==> src/hdl/fps_pkg.sv <==
// constants, types and segment decoding for the front-panel select/status block
// Behaviour
// - External timecode lamp lit while the reference source is external time code.
// - Varispeed/aux lamp lit in variable speed override or auxiliary reference.
// - Varispeed/aux lamp flashes instead of steady while not phase-locked.
// - Select key enters select mode; its lamp is lit throughout select mode.
// - In select mode knob steps move among six primary items; item lamp lit.
// - In secondary mode knob steps move up or down through secondary items, digit updates.
// - Secondary items: eight general purpose inputs, or four downstream link ports.
// - Aux key with digit shown: select lamp off, aux lamp on, knob to secondaries.
// - Aux key ignored while the digit window is dark in select mode.
// - Select mode shows the secondary number; blank when the item has none.
// - Outside select mode window shows S, P, R or r for transport state.
// - Rotating segment clockwise in fast forward, counter-clockwise in rewind.
// - Digit shown in select mode only when the item offers secondary options.
// - Downstream link item in secondary mode: knob picks one of four ports, shown.
// - Control port 1 or 2 lamp lit when the knob lands on that port.
package fps_pkg;
	localparam int AW = 8;
	localparam int DW = 32;

	localparam logic [7:0] ADDR_CTRL     = 8'h00;
	localparam logic [7:0] ADDR_STAT     = 8'h04;
	localparam logic [7:0] ADDR_IRQ_STS  = 8'h08;
	localparam logic [7:0] ADDR_IRQ_MASK = 8'h0C;

	localparam int NUM_ITEMS = 6;
	localparam int NUM_GPI   = 8;
	localparam int NUM_LINK  = 4;

	// timing: the clock is given in kHz so the products stay inside 32 bits
	localparam int CLK_KHZ       = 10_000;
	localparam int FLASH_HALF_MS = 250;
	localparam int SPIN_STEP_MS  = 100;
	localparam int FLASH_CYC     = FLASH_HALF_MS * CLK_KHZ;
	localparam int SPIN_CYC      = SPIN_STEP_MS * CLK_KHZ;

	typedef enum logic [2:0] {REF_INT_XTAL, REF_EXT_VIDEO, REF_MAINS, REF_PILOT, REF_EXTERNAL_TIMECODE_REF_LAMP, REF_AUX} fps_ref_e;
	typedef enum logic [2:0] {XP_STOP, XP_PLAY, XP_RECORD, XP_REHEARSE, XP_FFWD, XP_REWIND} fps_xport_e;
	typedef enum logic [1:0] {MODE_NORMAL, MODE_SELECT, MODE_AUX} fps_mode_e;
	typedef enum logic [2:0] {ITEM_OPTION_ONE, ITEM_CTRL_PORT1, ITEM_CTRL_PORT2, ITEM_LINK, ITEM_SYS_REF,
		ITEM_GPI} fps_item_e;

	// control register layout, msb first
	typedef struct packed {
		fps_xport_e xport;
		logic       variable_speed_override;
		fps_ref_e   ref_src;
	} fps_ctrl_s;

	// interrupt status and mask layout
	typedef struct packed {
		logic lock_lost;
		logic sec_moved;
		logic item_moved;
		logic mode_moved;
	} fps_evt_s;

	localparam logic [6:0] CTRL_RST = 7'h00;
	localparam logic [3:0] IRQ_RST  = 4'h0;

	// segments are {g,f,e,d,c,b,a}
	localparam logic [6:0] SEG_BLANK = 7'h00;
	localparam logic [6:0] SEG_S     = 7'h6D;
	localparam logic [6:0] SEG_P     = 7'h73;
	localparam logic [6:0] SEG_R_UP  = 7'h77;
	localparam logic [6:0] SEG_R_LO  = 7'h50;
	localparam logic [6:0] SEG_SPIN0 = 7'h01;

	function automatic logic [6:0] seg_digit(input logic [3:0] n);
		case (n)
			4'h1: seg_digit = 7'h06;
			4'h2: seg_digit = 7'h5B;
			4'h3: seg_digit = 7'h4F;
			4'h4: seg_digit = 7'h66;
			4'h5: seg_digit = 7'h6D;
			4'h6: seg_digit = 7'h7D;
			4'h7: seg_digit = 7'h07;
			4'h8: seg_digit = 7'h7F;
			default: seg_digit = SEG_BLANK;
		endcase
	endfunction
endpackage

==> src/hdl/fps_top.sv <==
// front-panel select/status logic: lamps, select state machine, status window, register port
module fps_top #(
	parameter int FLASH_CYC = fps_pkg::FLASH_CYC,
	parameter int SPIN_CYC  = fps_pkg::SPIN_CYC
) (
	// clock and reset
	input  wire logic                   ref_clk,
	input  wire logic                   rst_n,
	// register port
	input  wire logic [fps_pkg::AW-1:0] addr,
	input  wire logic [fps_pkg::DW-1:0] wr_data,
	input  wire logic                   wr_en,
	input  wire logic                   rd_en,
	output logic      [fps_pkg::DW-1:0] rd_data,
	output logic                        irq,
	// panel controls and lock status pins
	input  wire logic                   select_key,
	input  wire logic                   aux_select_key,
	input  wire logic                   knob_step_up,
	input  wire logic                   knob_step_down,
	input  wire logic                   aux_clock_locked,
	// lamps
	output logic                        external_timecode_ref_lamp,
	output logic                        varispeed_auxiliary_lamp,
	output logic                        select_key_lamp,
	output logic                        aux_select_key_lamp,
	output logic [fps_pkg::NUM_ITEMS-1:0] item_lamps,
	// status window, {g,f,e,d,c,b,a}
	output logic [6:0]                  window_seg
);
	// pin synchronisers: stage 1 feeds stage 2 only
	logic [4:0] sync1_r;
	logic [4:0] sync2_r;
	logic [4:0] sync3_r;
	wire  [4:0] pins = {aux_clock_locked, knob_step_down, knob_step_up, aux_select_key, select_key};

	always_ff @(posedge ref_clk or negedge rst_n) begin
		if (!rst_n) begin
			sync1_r <= 5'h00;
			sync2_r <= 5'h00;
			sync3_r <= 5'h00;
		end else begin
			sync1_r <= pins;
			sync2_r <= sync1_r;
			sync3_r <= sync2_r;
		end
	end

	wire [4:0] rise     = sync2_r & ~sync3_r;
	wire       sel_hit  = rise[0];
	wire       aux_hit  = rise[1];
	wire       step_up  = rise[2];
	wire       step_dn  = rise[3];
	wire       locked   = sync2_r[4];
	wire       lock_drop = sync3_r[4] & ~sync2_r[4];

	// register decode
	wire hit_ctrl = (addr == fps_pkg::ADDR_CTRL);
	wire hit_stat = (addr == fps_pkg::ADDR_STAT);
	wire hit_sts  = (addr == fps_pkg::ADDR_IRQ_STS);
	wire hit_mask = (addr == fps_pkg::ADDR_IRQ_MASK);

	fps_pkg::fps_ctrl_s ctrl_r;
	fps_pkg::fps_evt_s  irq_sts_r;
	fps_pkg::fps_evt_s  irq_mask_r;
	fps_pkg::fps_evt_s  evt;
	fps_pkg::fps_evt_s  sts_nxt;

	// state machine
	fps_pkg::fps_mode_e mode_r;
	fps_pkg::fps_mode_e mode_nxt;
	fps_pkg::fps_item_e item_r;
	fps_pkg::fps_item_e item_nxt;
	logic [2:0]         gpi_sel_r;
	logic [2:0]         gpi_sel_nxt;
	logic [1:0]         link_sel_r;
	logic [1:0]         link_sel_nxt;

	wire has_sec = (item_r == fps_pkg::ITEM_GPI) || (item_r == fps_pkg::ITEM_LINK);
	wire item_top = (item_r == fps_pkg::ITEM_GPI);
	wire item_bot = (item_r == fps_pkg::ITEM_OPTION_ONE);
	wire [2:0] sec_sel = (item_r == fps_pkg::ITEM_GPI) ? gpi_sel_r : {1'b0, link_sel_r};
	wire [2:0] sec_last = (item_r == fps_pkg::ITEM_GPI) ? 3'(fps_pkg::NUM_GPI - 1) : 3'(fps_pkg::NUM_LINK - 1);

	always_comb begin
		mode_nxt     = mode_r;
		item_nxt     = item_r;
		gpi_sel_nxt  = gpi_sel_r;
		link_sel_nxt = link_sel_r;
		case (mode_r)
			fps_pkg::MODE_NORMAL: begin
				if (sel_hit)
					mode_nxt = fps_pkg::MODE_SELECT;
			end
			fps_pkg::MODE_SELECT: begin
				if (sel_hit)
					mode_nxt = fps_pkg::MODE_NORMAL;
				else if (aux_hit && has_sec)
					mode_nxt = fps_pkg::MODE_AUX;
				else if (step_up && !item_top)
					item_nxt = fps_pkg::fps_item_e'(item_r + 3'h1);
				else if (step_dn && !item_bot)
					item_nxt = fps_pkg::fps_item_e'(item_r - 3'h1);
			end
			fps_pkg::MODE_AUX: begin
				if (sel_hit)
					mode_nxt = fps_pkg::MODE_SELECT;
				else if (step_up && sec_sel != sec_last) begin
					if (item_r == fps_pkg::ITEM_GPI)
						gpi_sel_nxt = gpi_sel_r + 3'h1;
					else
						link_sel_nxt = link_sel_r + 2'h1;
				end else if (step_dn && sec_sel != 3'h0) begin
					if (item_r == fps_pkg::ITEM_GPI)
						gpi_sel_nxt = gpi_sel_r - 3'h1;
					else
						link_sel_nxt = link_sel_r - 2'h1;
				end
			end
			default: mode_nxt = fps_pkg::MODE_NORMAL;
		endcase
	end

	always_ff @(posedge ref_clk or negedge rst_n) begin
		if (!rst_n) begin
			mode_r     <= fps_pkg::MODE_NORMAL;
			item_r     <= fps_pkg::ITEM_OPTION_ONE;
			gpi_sel_r  <= 3'h0;
			link_sel_r <= 2'h0;
		end else begin
			mode_r     <= mode_nxt;
			item_r     <= item_nxt;
			gpi_sel_r  <= gpi_sel_nxt;
			link_sel_r <= link_sel_nxt;
		end
	end

	// slow enables for lamp flashing and the spinning segment
	logic [31:0] flash_cnt_r;
	logic        flash_ph_r;
	logic [31:0] spin_cnt_r;
	logic [2:0]  spin_pos_r;
	wire         flash_tick = (flash_cnt_r == 32'(FLASH_CYC - 1));
	wire         spin_tick  = (spin_cnt_r == 32'(SPIN_CYC - 1));
	wire         ffwd       = (ctrl_r.xport == fps_pkg::XP_FFWD);
	wire         rewind     = (ctrl_r.xport == fps_pkg::XP_REWIND);

	always_ff @(posedge ref_clk or negedge rst_n) begin
		if (!rst_n) begin
			flash_cnt_r <= 32'h0;
			flash_ph_r  <= 1'b0;
		end else begin
			flash_cnt_r <= flash_tick ? 32'h0 : flash_cnt_r + 32'h1;
			if (flash_tick)
				flash_ph_r <= ~flash_ph_r;
		end
	end

	// six outer segments a..f; clockwise is a toward b
	always_ff @(posedge ref_clk or negedge rst_n) begin
		if (!rst_n) begin
			spin_cnt_r <= 32'h0;
			spin_pos_r <= 3'h0;
		end else begin
			spin_cnt_r <= spin_tick ? 32'h0 : spin_cnt_r + 32'h1;
			if (spin_tick && ffwd)
				spin_pos_r <= (spin_pos_r == 3'h5) ? 3'h0 : spin_pos_r + 3'h1;
			else if (spin_tick && rewind)
				spin_pos_r <= (spin_pos_r == 3'h0) ? 3'h5 : spin_pos_r - 3'h1;
		end
	end

	// lamps and window
	wire in_select = (mode_r == fps_pkg::MODE_SELECT);
	wire in_aux    = (mode_r == fps_pkg::MODE_AUX);
	wire external_timecode_ref_lamp_on = (ctrl_r.ref_src == fps_pkg::REF_EXTERNAL_TIMECODE_REF_LAMP);
	wire vso_on    = ctrl_r.variable_speed_override || (ctrl_r.ref_src == fps_pkg::REF_AUX);
	// an unlocked aux clock only matters when the lamp would be lit anyway
	wire vso_lamp  = vso_on && (locked || flash_ph_r);

	logic [6:0] xport_seg;
	always_comb begin
		case (ctrl_r.xport)
			fps_pkg::XP_STOP:     xport_seg = fps_pkg::SEG_S;
			fps_pkg::XP_PLAY:     xport_seg = fps_pkg::SEG_P;
			fps_pkg::XP_RECORD:   xport_seg = fps_pkg::SEG_R_UP;
			fps_pkg::XP_REHEARSE: xport_seg = fps_pkg::SEG_R_LO;
			fps_pkg::XP_FFWD,
			fps_pkg::XP_REWIND:   xport_seg = fps_pkg::SEG_SPIN0 << spin_pos_r;
			default:              xport_seg = fps_pkg::SEG_BLANK;
		endcase
	end

	// digits are one-based on the panel
	wire [6:0] sec_seg = fps_pkg::seg_digit({1'b0, sec_sel} + 4'h1);
	wire [6:0] win_nxt = (in_select || in_aux) ? (has_sec ? sec_seg : fps_pkg::SEG_BLANK) : xport_seg;

	logic [fps_pkg::NUM_ITEMS-1:0] item_lamp_nxt;
	for (genvar i = 0; i < fps_pkg::NUM_ITEMS; i++) begin : g_item
		assign item_lamp_nxt[i] = (in_select || in_aux) && (item_r == fps_pkg::fps_item_e'(i));
	end

	always_ff @(posedge ref_clk or negedge rst_n) begin
		if (!rst_n) begin
			external_timecode_ref_lamp <= 1'b0;
			varispeed_auxiliary_lamp   <= 1'b0;
			select_key_lamp            <= 1'b0;
			aux_select_key_lamp        <= 1'b0;
			item_lamps                 <= '0;
			window_seg                 <= fps_pkg::SEG_BLANK;
		end else begin
			external_timecode_ref_lamp <= external_timecode_ref_lamp_on;
			varispeed_auxiliary_lamp   <= vso_lamp;
			select_key_lamp            <= in_select;
			aux_select_key_lamp        <= in_aux;
			item_lamps                 <= item_lamp_nxt;
			window_seg                 <= win_nxt;
		end
	end

	// interrupt events and register file
	assign evt.mode_moved = (mode_nxt != mode_r);
	assign evt.item_moved = (item_nxt != item_r);
	assign evt.sec_moved  = (gpi_sel_nxt != gpi_sel_r) || (link_sel_nxt != link_sel_r);
	assign evt.lock_lost  = lock_drop;
	// a new event beats a write-one-to-clear in the same cycle
	assign sts_nxt = fps_pkg::fps_evt_s'((irq_sts_r & ~((wr_en && hit_sts) ? wr_data[3:0] : 4'h0)) | evt);

	wire [fps_pkg::DW-1:0] stat_word = {19'h0, locked, 1'b0, link_sel_r, gpi_sel_r, item_r, 1'b0, mode_r};
	wire [fps_pkg::DW-1:0] rd_word =
		hit_ctrl ? {25'h0, ctrl_r} :
		hit_stat ? stat_word :
		hit_sts  ? {28'h0, irq_sts_r} :
		hit_mask ? {28'h0, irq_mask_r} : 32'h0;

	always_ff @(posedge ref_clk or negedge rst_n) begin
		if (!rst_n) begin
			ctrl_r     <= fps_pkg::CTRL_RST;
			irq_sts_r  <= fps_pkg::IRQ_RST;
			irq_mask_r <= fps_pkg::IRQ_RST;
			rd_data    <= 32'h0;
			irq        <= 1'b0;
		end else begin
			if (wr_en && hit_ctrl)
				ctrl_r <= fps_pkg::fps_ctrl_s'(wr_data[6:0]);
			if (wr_en && hit_mask)
				irq_mask_r <= fps_pkg::fps_evt_s'(wr_data[3:0]);
			irq_sts_r <= sts_nxt;
			rd_data   <= rd_en ? rd_word : 32'h0;
			irq       <= |(sts_nxt & irq_mask_r);
		end
	end
endmodule

==> config.mk <==
export PLATFORM = sky130hd
export DESIGN_NAME = fps_top
export DESIGN_NICKNAME = d
export VERILOG_FILES = /design/src/hdl/fps_pkg.sv /design/src/hdl/fps_top.sv
export SDC_FILE = /design/constraint.sdc
export NUM_CORES = 1
export LEC_CHECK = 0
export BUFFER_PORTS_ARGS = -buffer_cell sky130_fd_sc_hd__buf_2
export CORE_ASPECT_RATIO = 0.9
export CORE_MARGIN = 2
export CORE_UTILIZATION = 40
export CTS_CLUSTER_SIZE = 16
export DETAILED_ROUTE_END_ITERATION = 16
export GPL_TIMING_DRIVEN = 0
export PLACE_DENSITY_LB_ADDON = 0.05
export SLEW_MARGIN = 30
export SYNTH_ARGS = -nofsm -noshare
export SYNTH_HDL_FRONTEND = slang
export SYNTH_SLANG_ARGS = --single-unit
==> constraint.sdc <==
create_clock -name ref_clk -period 7 [get_ports ref_clk]
set_input_delay 0.35 -clock ref_clk [delete_from_list [all_inputs] [get_ports ref_clk]]
set_output_delay 0.35 -clock ref_clk [all_outputs]
set_load 0.1 [all_outputs]
==> flow_summary.ini, run 1 <==
[sta]
max-slew-margin-rel = 0.490
fmax_ghz = 0.316
hold_viol_final = 0
worst_pin_slew_ns = 0.765
skew_ns = 0.0122
timing.final.crit_share = 0.452
setup_violations = 0
rsz0062_at_grt = false
tns_ns = 0
hold_ws_ns = 0.0343
slew_viol_final = 0
min_period_ns = 3.17

[clock_network]
root_buffer = clkbuf_16
cts-buffers-inserted = 17
clock_sinks = 138
worstSkewPairLatency_ns = 0.42
clk_pin_slew_ns = 0.06
cts_tree = built
cts_max_level = 4
cts_setup_buffers = 0
clk_path_buf_depth = 2

[critical_path]
cpMostUsedCell = ha_1
cp_slowest_cell = mux2i_1
crit_path_end_kind = flip-flop
arrival_ns = 3.43
criticalPathCategory = flip-flop to flip-flop
required_ns = 7.27
path_cells = ha_1 > nand2_1 > mux2i_1 > inv_1 > ha_1 > ha_1 > clkbuf_1 > o21ai_0 > a21oi_1 > o32ai_1
path_max_fanout = 7
cp_slowest_stage_delay_ns = 0.54
cp-start-kind = flip-flop

[drt]
drt_iter0_markers = 268
drc = 0
drt_wl_total_um = 14100
wl_per_cell_um = 14.9
drtAntennaViolNets = 0
vias_per_cell = 5.05
first_pass_iters = 5
vias = 4787

[layout]
layout-drive-gt1-share = 0.168
antennaDiodeCount = 0
final_nets = 798
fill_cells = 1487
syn_to_final_growth_pct = 20.2
final_common_cell = dfrtp_1
layout_common_cells = 138 x dfrtp_1, 62 x nor2_1, 53 x buf_2, 48 x nand2_1, 36 x xnor2_1

[die]
fp.dieW_um = 139
fp-row-count = 44
die_h_um = 126
core_area_um2 = 16100
start_util = 0.409
io-pin-count = 99
die-area_um2 = 17600

[run_status]
status = finished, final reports clean

[logic_synthesis]
synth_top_family_by_area = simple AND/OR/NAND/NOR gates
synth_seq_area_share = 0.523
syn_area_um2 = 6610
synthAdderAreaFrac = 0.0417
ys_warn_count = 0
synth_cell_type_count = 54
synthMuxAreaShare = 0.0366
synth_xor_area_frac = 0.0875
synthSimpleGateAreaFrac = 0.190
syn_inst = 635
yosys_most_used_dff = dfrtp_1
avgSynthCellArea_um2 = 10.4
synth_compound_area_frac = 0.0724
synthArstFlopShare = 1.00
synth_edf_count = 0
synth_seq_cells = 138

[global_routing]
grtUsageTotal = 0.169
grt_pass1_vias = 4609
grt_overflow = 0
grt_max_degree = 90
grt_pass1_wl_um = 23600
grt_antenna_before_repair = 0

[power]
leakage_uw = 0.00384
ir_drop_v = 0.000283
powerDensity_nw_per_um2 = 320

[placed_design]
hpwl_um = 10100
numPortBuffers = 52
gp_congestion = 0.865

[job]
cap_violations = 0

[hold_path]
hold_path_class = input pin to flip-flop
-- worst max-delay path, delay by kind of cell (launching register included) --
kind / cells / cell delay, ns
muxes: 1 / 0.54
adders and majority gates: 3 / 0.90
and+or+nand+nor: 1 / 0.24
buffers and inverters: 2 / 0.41
AOI/OAI and AO/OA: 3 / 0.42
DFF: 1 / 0.50
-- synthesized netlist by cell type (6+ instances only) --
library cell | n | area share
nand2b_1 | 6 | 0.0057
buf_4 | 20 | 0.023
mux2i_1 | 14 | 0.021
nand3_1 | 34 | 0.026
ha_1 | 22 | 0.042
nor3_1 | 16 | 0.012
and3_1 | 17 | 0.016
mux2_2 | 9 | 0.015
nor2_1 | 62 | 0.035
xnor2_1 | 36 | 0.048
nor4_1 | 14 | 0.013
nand2_1 | 48 | 0.027
nor2b_1 | 7 | 0.0066
nand4_1 | 19 | 0.018
a21oi_1 | 15 | 0.011
dfrtp_1 | 138 | 0.52
xor2_1 | 30 | 0.040
clkbuf_1 | 9 | 0.0051
and2_1 | 11 | 0.010
o21ai_0 | 17 | 0.013
inv_1 | 32 | 0.018
-- power breakdown --
part / switching, uW / leakage, uW / internal (uW)
registers: 39.9 / 0.00180 / 855
clock network: 355 / 0.000327 / 680
logic: 470 / 0.00171 / 141
total: 865 / 0.00384 / 1680
-- routing by layer --
layer  share of wire  vias to the layer above  track usage
met1            0.52                     2340        0.253
met5               0                        -            0
li1                -                     2340            -
met4          0.0098                        0       0.0588
met3           0.038                       10       0.0452
met2            0.43                       97        0.237
-- sequential cells by signal, summed over array words and instances, names as in the netlist, 2 cells and up --
signal / flops
irq_mask_r: 4
mode_r: 2
item_r: 3
irq_sts_r: 4
item_lamps: 6
rd_data: 12
flash_cnt_r: 32
sync3_r: 5
gpi_sel_r: 3
sync2_r: 5
sync1_r: 5
spin_cnt_r: 32
ctrl_r: 7
window_seg: 7
link_sel_r: 2
spin_pos_r: 3
-- per-stage QoR --
stage	utilization	cells	total power, uW	area (um2)	setup slack, ns
floorplan	-	654	1390	6680	4.40
global placement	0.446	913	1510	7200	3.65
detailed placement	0.448	914	1520	7230	3.88
CTS	0.491	947	2560	7930	3.86
global route	0.492	947	2660	7940	3.52
finish	0.492	947	2540	7940	3.83
-- cell type report --
type | count | area [um2] | share of cell area
repair buffers | 54 | 308 | 0.0388
well taps | 207 | 259 | 0.0326
clock inverters | 14 | 244 | 0.0307
flip-flops and latches | 138 | 3450 | 0.435
inverters | 32 | 120 | 0.0151
clock buffers | 18 | 439 | 0.0553
plain buffers | 32 | 198 | 0.0249
multi-input cells | 452 | 2920 | 0.368
-- repair_timing --
action / in CTS / in global routing
endpoints found under the hold margin: 49 / 0
hold buffers: 1 / 0
resized for setup: 0 / 0
-- cells by family after synthesis --
| family | count (synthesis) |
|---|---|
| multiplexers | 23 |
| other | 1 |
| AO/OA/AOI/OAI | 71 |
| flip-flops | 138 |
| buffers and inverters | 64 |
| XOR/XNOR | 66 |
| adder cells (fa/ha/maj) | 22 |
| AND/OR/NAND/NOR | 250 |
-- path summary, 6_finish.rpt --
check,start,end,slack (ns),cells past startpoint
max in group asynchronous,rst_n,flash_cnt_r[6],5.83,3
hold / removal,aux_select_key,sync1_r[1],0.03,1
setup reg to reg,item_r[0],window_seg[3],3.83,10
hold reg to reg,sync1_r[4],sync2_r[4],0.35,0
min in group asynchronous,rst_n,item_lamps[4],0.42,2
setup / recovery,item_r[0],window_seg[3],3.83,10
No activity file was read; power rests on OpenSTA's default activity.
==> run 2, diff against run 1 <==
Clock period 7 ns to 2.8 ns, I/O delays scaled along.
==> flow_summary.ini, run 2 (synthesis gave the netlist of run 1 again) <==
[run_status]
status = finished, final reports clean

[clock_network]
cts_setup_buffers = 0
root_buffer = clkbuf_16
clk_path_buf_depth = 2
cts-buffers-inserted = 17
cts_tree = built
worstSkewPairLatency_ns = 0.42
cts_max_level = 4
clock_sinks = 138
clk_pin_slew_ns = 0.06

[placed_design]
dp_cells = 914
dp_slack_ns = -0.321
hpwl_um = 10100
gp_congestion = 0.865
numPortBuffers = 52

[global_routing]
grt_max_degree = 90
grtUsageTotal = 0.170
grt_pass1_vias = 4654
grt_overflow = 0
grt_antenna_before_repair = 0
grt_pass1_wl_um = 23700

[layout]
antennaDiodeCount = 0
layout_common_cells = 138 x dfrtp_1, 62 x nor2_1, 53 x buf_2, 47 x nand2_1, 36 x xnor2_1
final_nets = 809
layout-drive-gt1-share = 0.174
multi_input_area_um2 = 2980
reg_top3 = flash_cnt_r (32), spin_cnt_r (32), rd_data (12)
syn_to_final_growth_pct = 22.9
final_common_cell = dfrtp_1
fill_cells = 1471
ff_latch_area_um2 = 3450
stdcell_count = 958

[power]
powerDensity_nw_per_um2 = 791
leakage_uw = 0.00388
ir_drop_v = 0.000709

[critical_path]
worst-path-stages = 6
crit_path_end_kind = flip-flop
cp_slowest_cell = a311oi_4
worst_r2r_endpoint = irq
rrSetupSlack_ns = 0.15
r2r_start = item_r[0]
crit_start = item_r[0]
path_max_fanout = 9
cp_top_family = compound AO/OA/AOI/OAI gates
cp-start-kind = flip-flop
arrival_ns = 2.96
required_ns = 3.11
path_cells = ha_1 > mux2_2 > a311oi_4 > o31ai_1 > a221o_1 > a221o_1
cp_slowest_stage_delay_ns = 0.56
r2r_cells = 6
cpMostUsedCell = a221o_1
cp-endpoint = irq
critical_path_buf_inv_count = 0
criticalPathCategory = flip-flop to flip-flop

[drt]
vias = 4854
drc = 0
first_pass_iters = 5
drt_wl_total_um = 14200
drtAntennaViolNets = 0
drt_iter0_markers = 254
wl_per_cell_um = 14.9
vias_per_cell = 5.07

[sta]
worst_pin_slew_ns = 0.776
setup_ws_ns = 0.149
timing.final.crit_share = 0.947
skew_ns = 0.0125
fmax_ghz = 0.377
slew_viol_final = 0
min_period_ns = 2.65
setup_violations = 0
tns_ns = 0
hold_viol_final = 0
rsz0062_at_grt = false
max-slew-margin-rel = 0.483

[die]
fp.dieW_um = 139
core_area_um2 = 16100
die_h_um = 126
die-area_um2 = 17600
fp-row-count = 44
start_util = 0.409
io-pin-count = 99

[hold_path]
hold_path_class = input pin to async pin

[job]
cap_violations = 0
## run 2: final cells by class
class,instances,share of cell area
sequential,138,0.426
multi-input combinational,452,0.367
clock buffer,18,0.0541
timing repair buffer,66,0.0527
tap,207,0.0319
clock inverter,14,0.0301
buffer,31,0.0239
inverter,32,0.0148
## run 2: how the worst min path moves through the flow
| stage | from | to | slack [ns] | cells past startpoint |
|---|---|---|---|---|
| after floorplan | rst_n | aux_select_key_lamp | -0.16 | 0 |
| after global placement | aux_clock_locked | sync1_r[4] | 0.25 | 1 |
| after detailed placement | rst_n | item_lamps[4] | 0.08 | 1 |
| after CTS | addr[7] | irq_sts_r[3] | 0.19 | 4 |
| after global routing | addr[2] | rd_data[7] | 0.23 | 3 |
| final | rst_n | item_lamps[4] | 0.21 | 2 |
## run 2: what timing repair did
action | in CTS | in global routing
hold endpoints to repair | 63 | 0
setup endpoints to repair | 13 | 10
gates resized for setup | 6 | 6
pin swaps | 0 | 0
hold buffers | 13 | 0
gates cloned | 0 | 0
## run 2: routing by layer
metal  share of wire  GRT usage  vias to the layer above
li1                -          -                     2363
met1            0.52      0.253                     2369
met2            0.43      0.240                      109
met3           0.042     0.0445                       13
met4           0.010     0.0588                        0
met5               0          0                        -
## run 2: where the power goes
group          internal [uW]  switching [uW]  leakage (uW)
registers               2140             109       0.00180
clock network           1700             890      0.000327
logic                    389            1200       0.00175
## run 2: stage by stage
step / util / hold WS [ns] / instance area, um2 / total power, uW
floorplan: - / -0.156 / 6680 / 3460
CTS: 0.500 / 0.191 / 8070 / 6440
finish: 0.503 / 0.208 / 8120 / 6420
detailed placement: 0.448 / 0.0804 / 7230 / 3790
global placement: 0.446 / 0.249 / 7200 / 3780
global route: 0.503 / 0.233 / 8120 / 6720
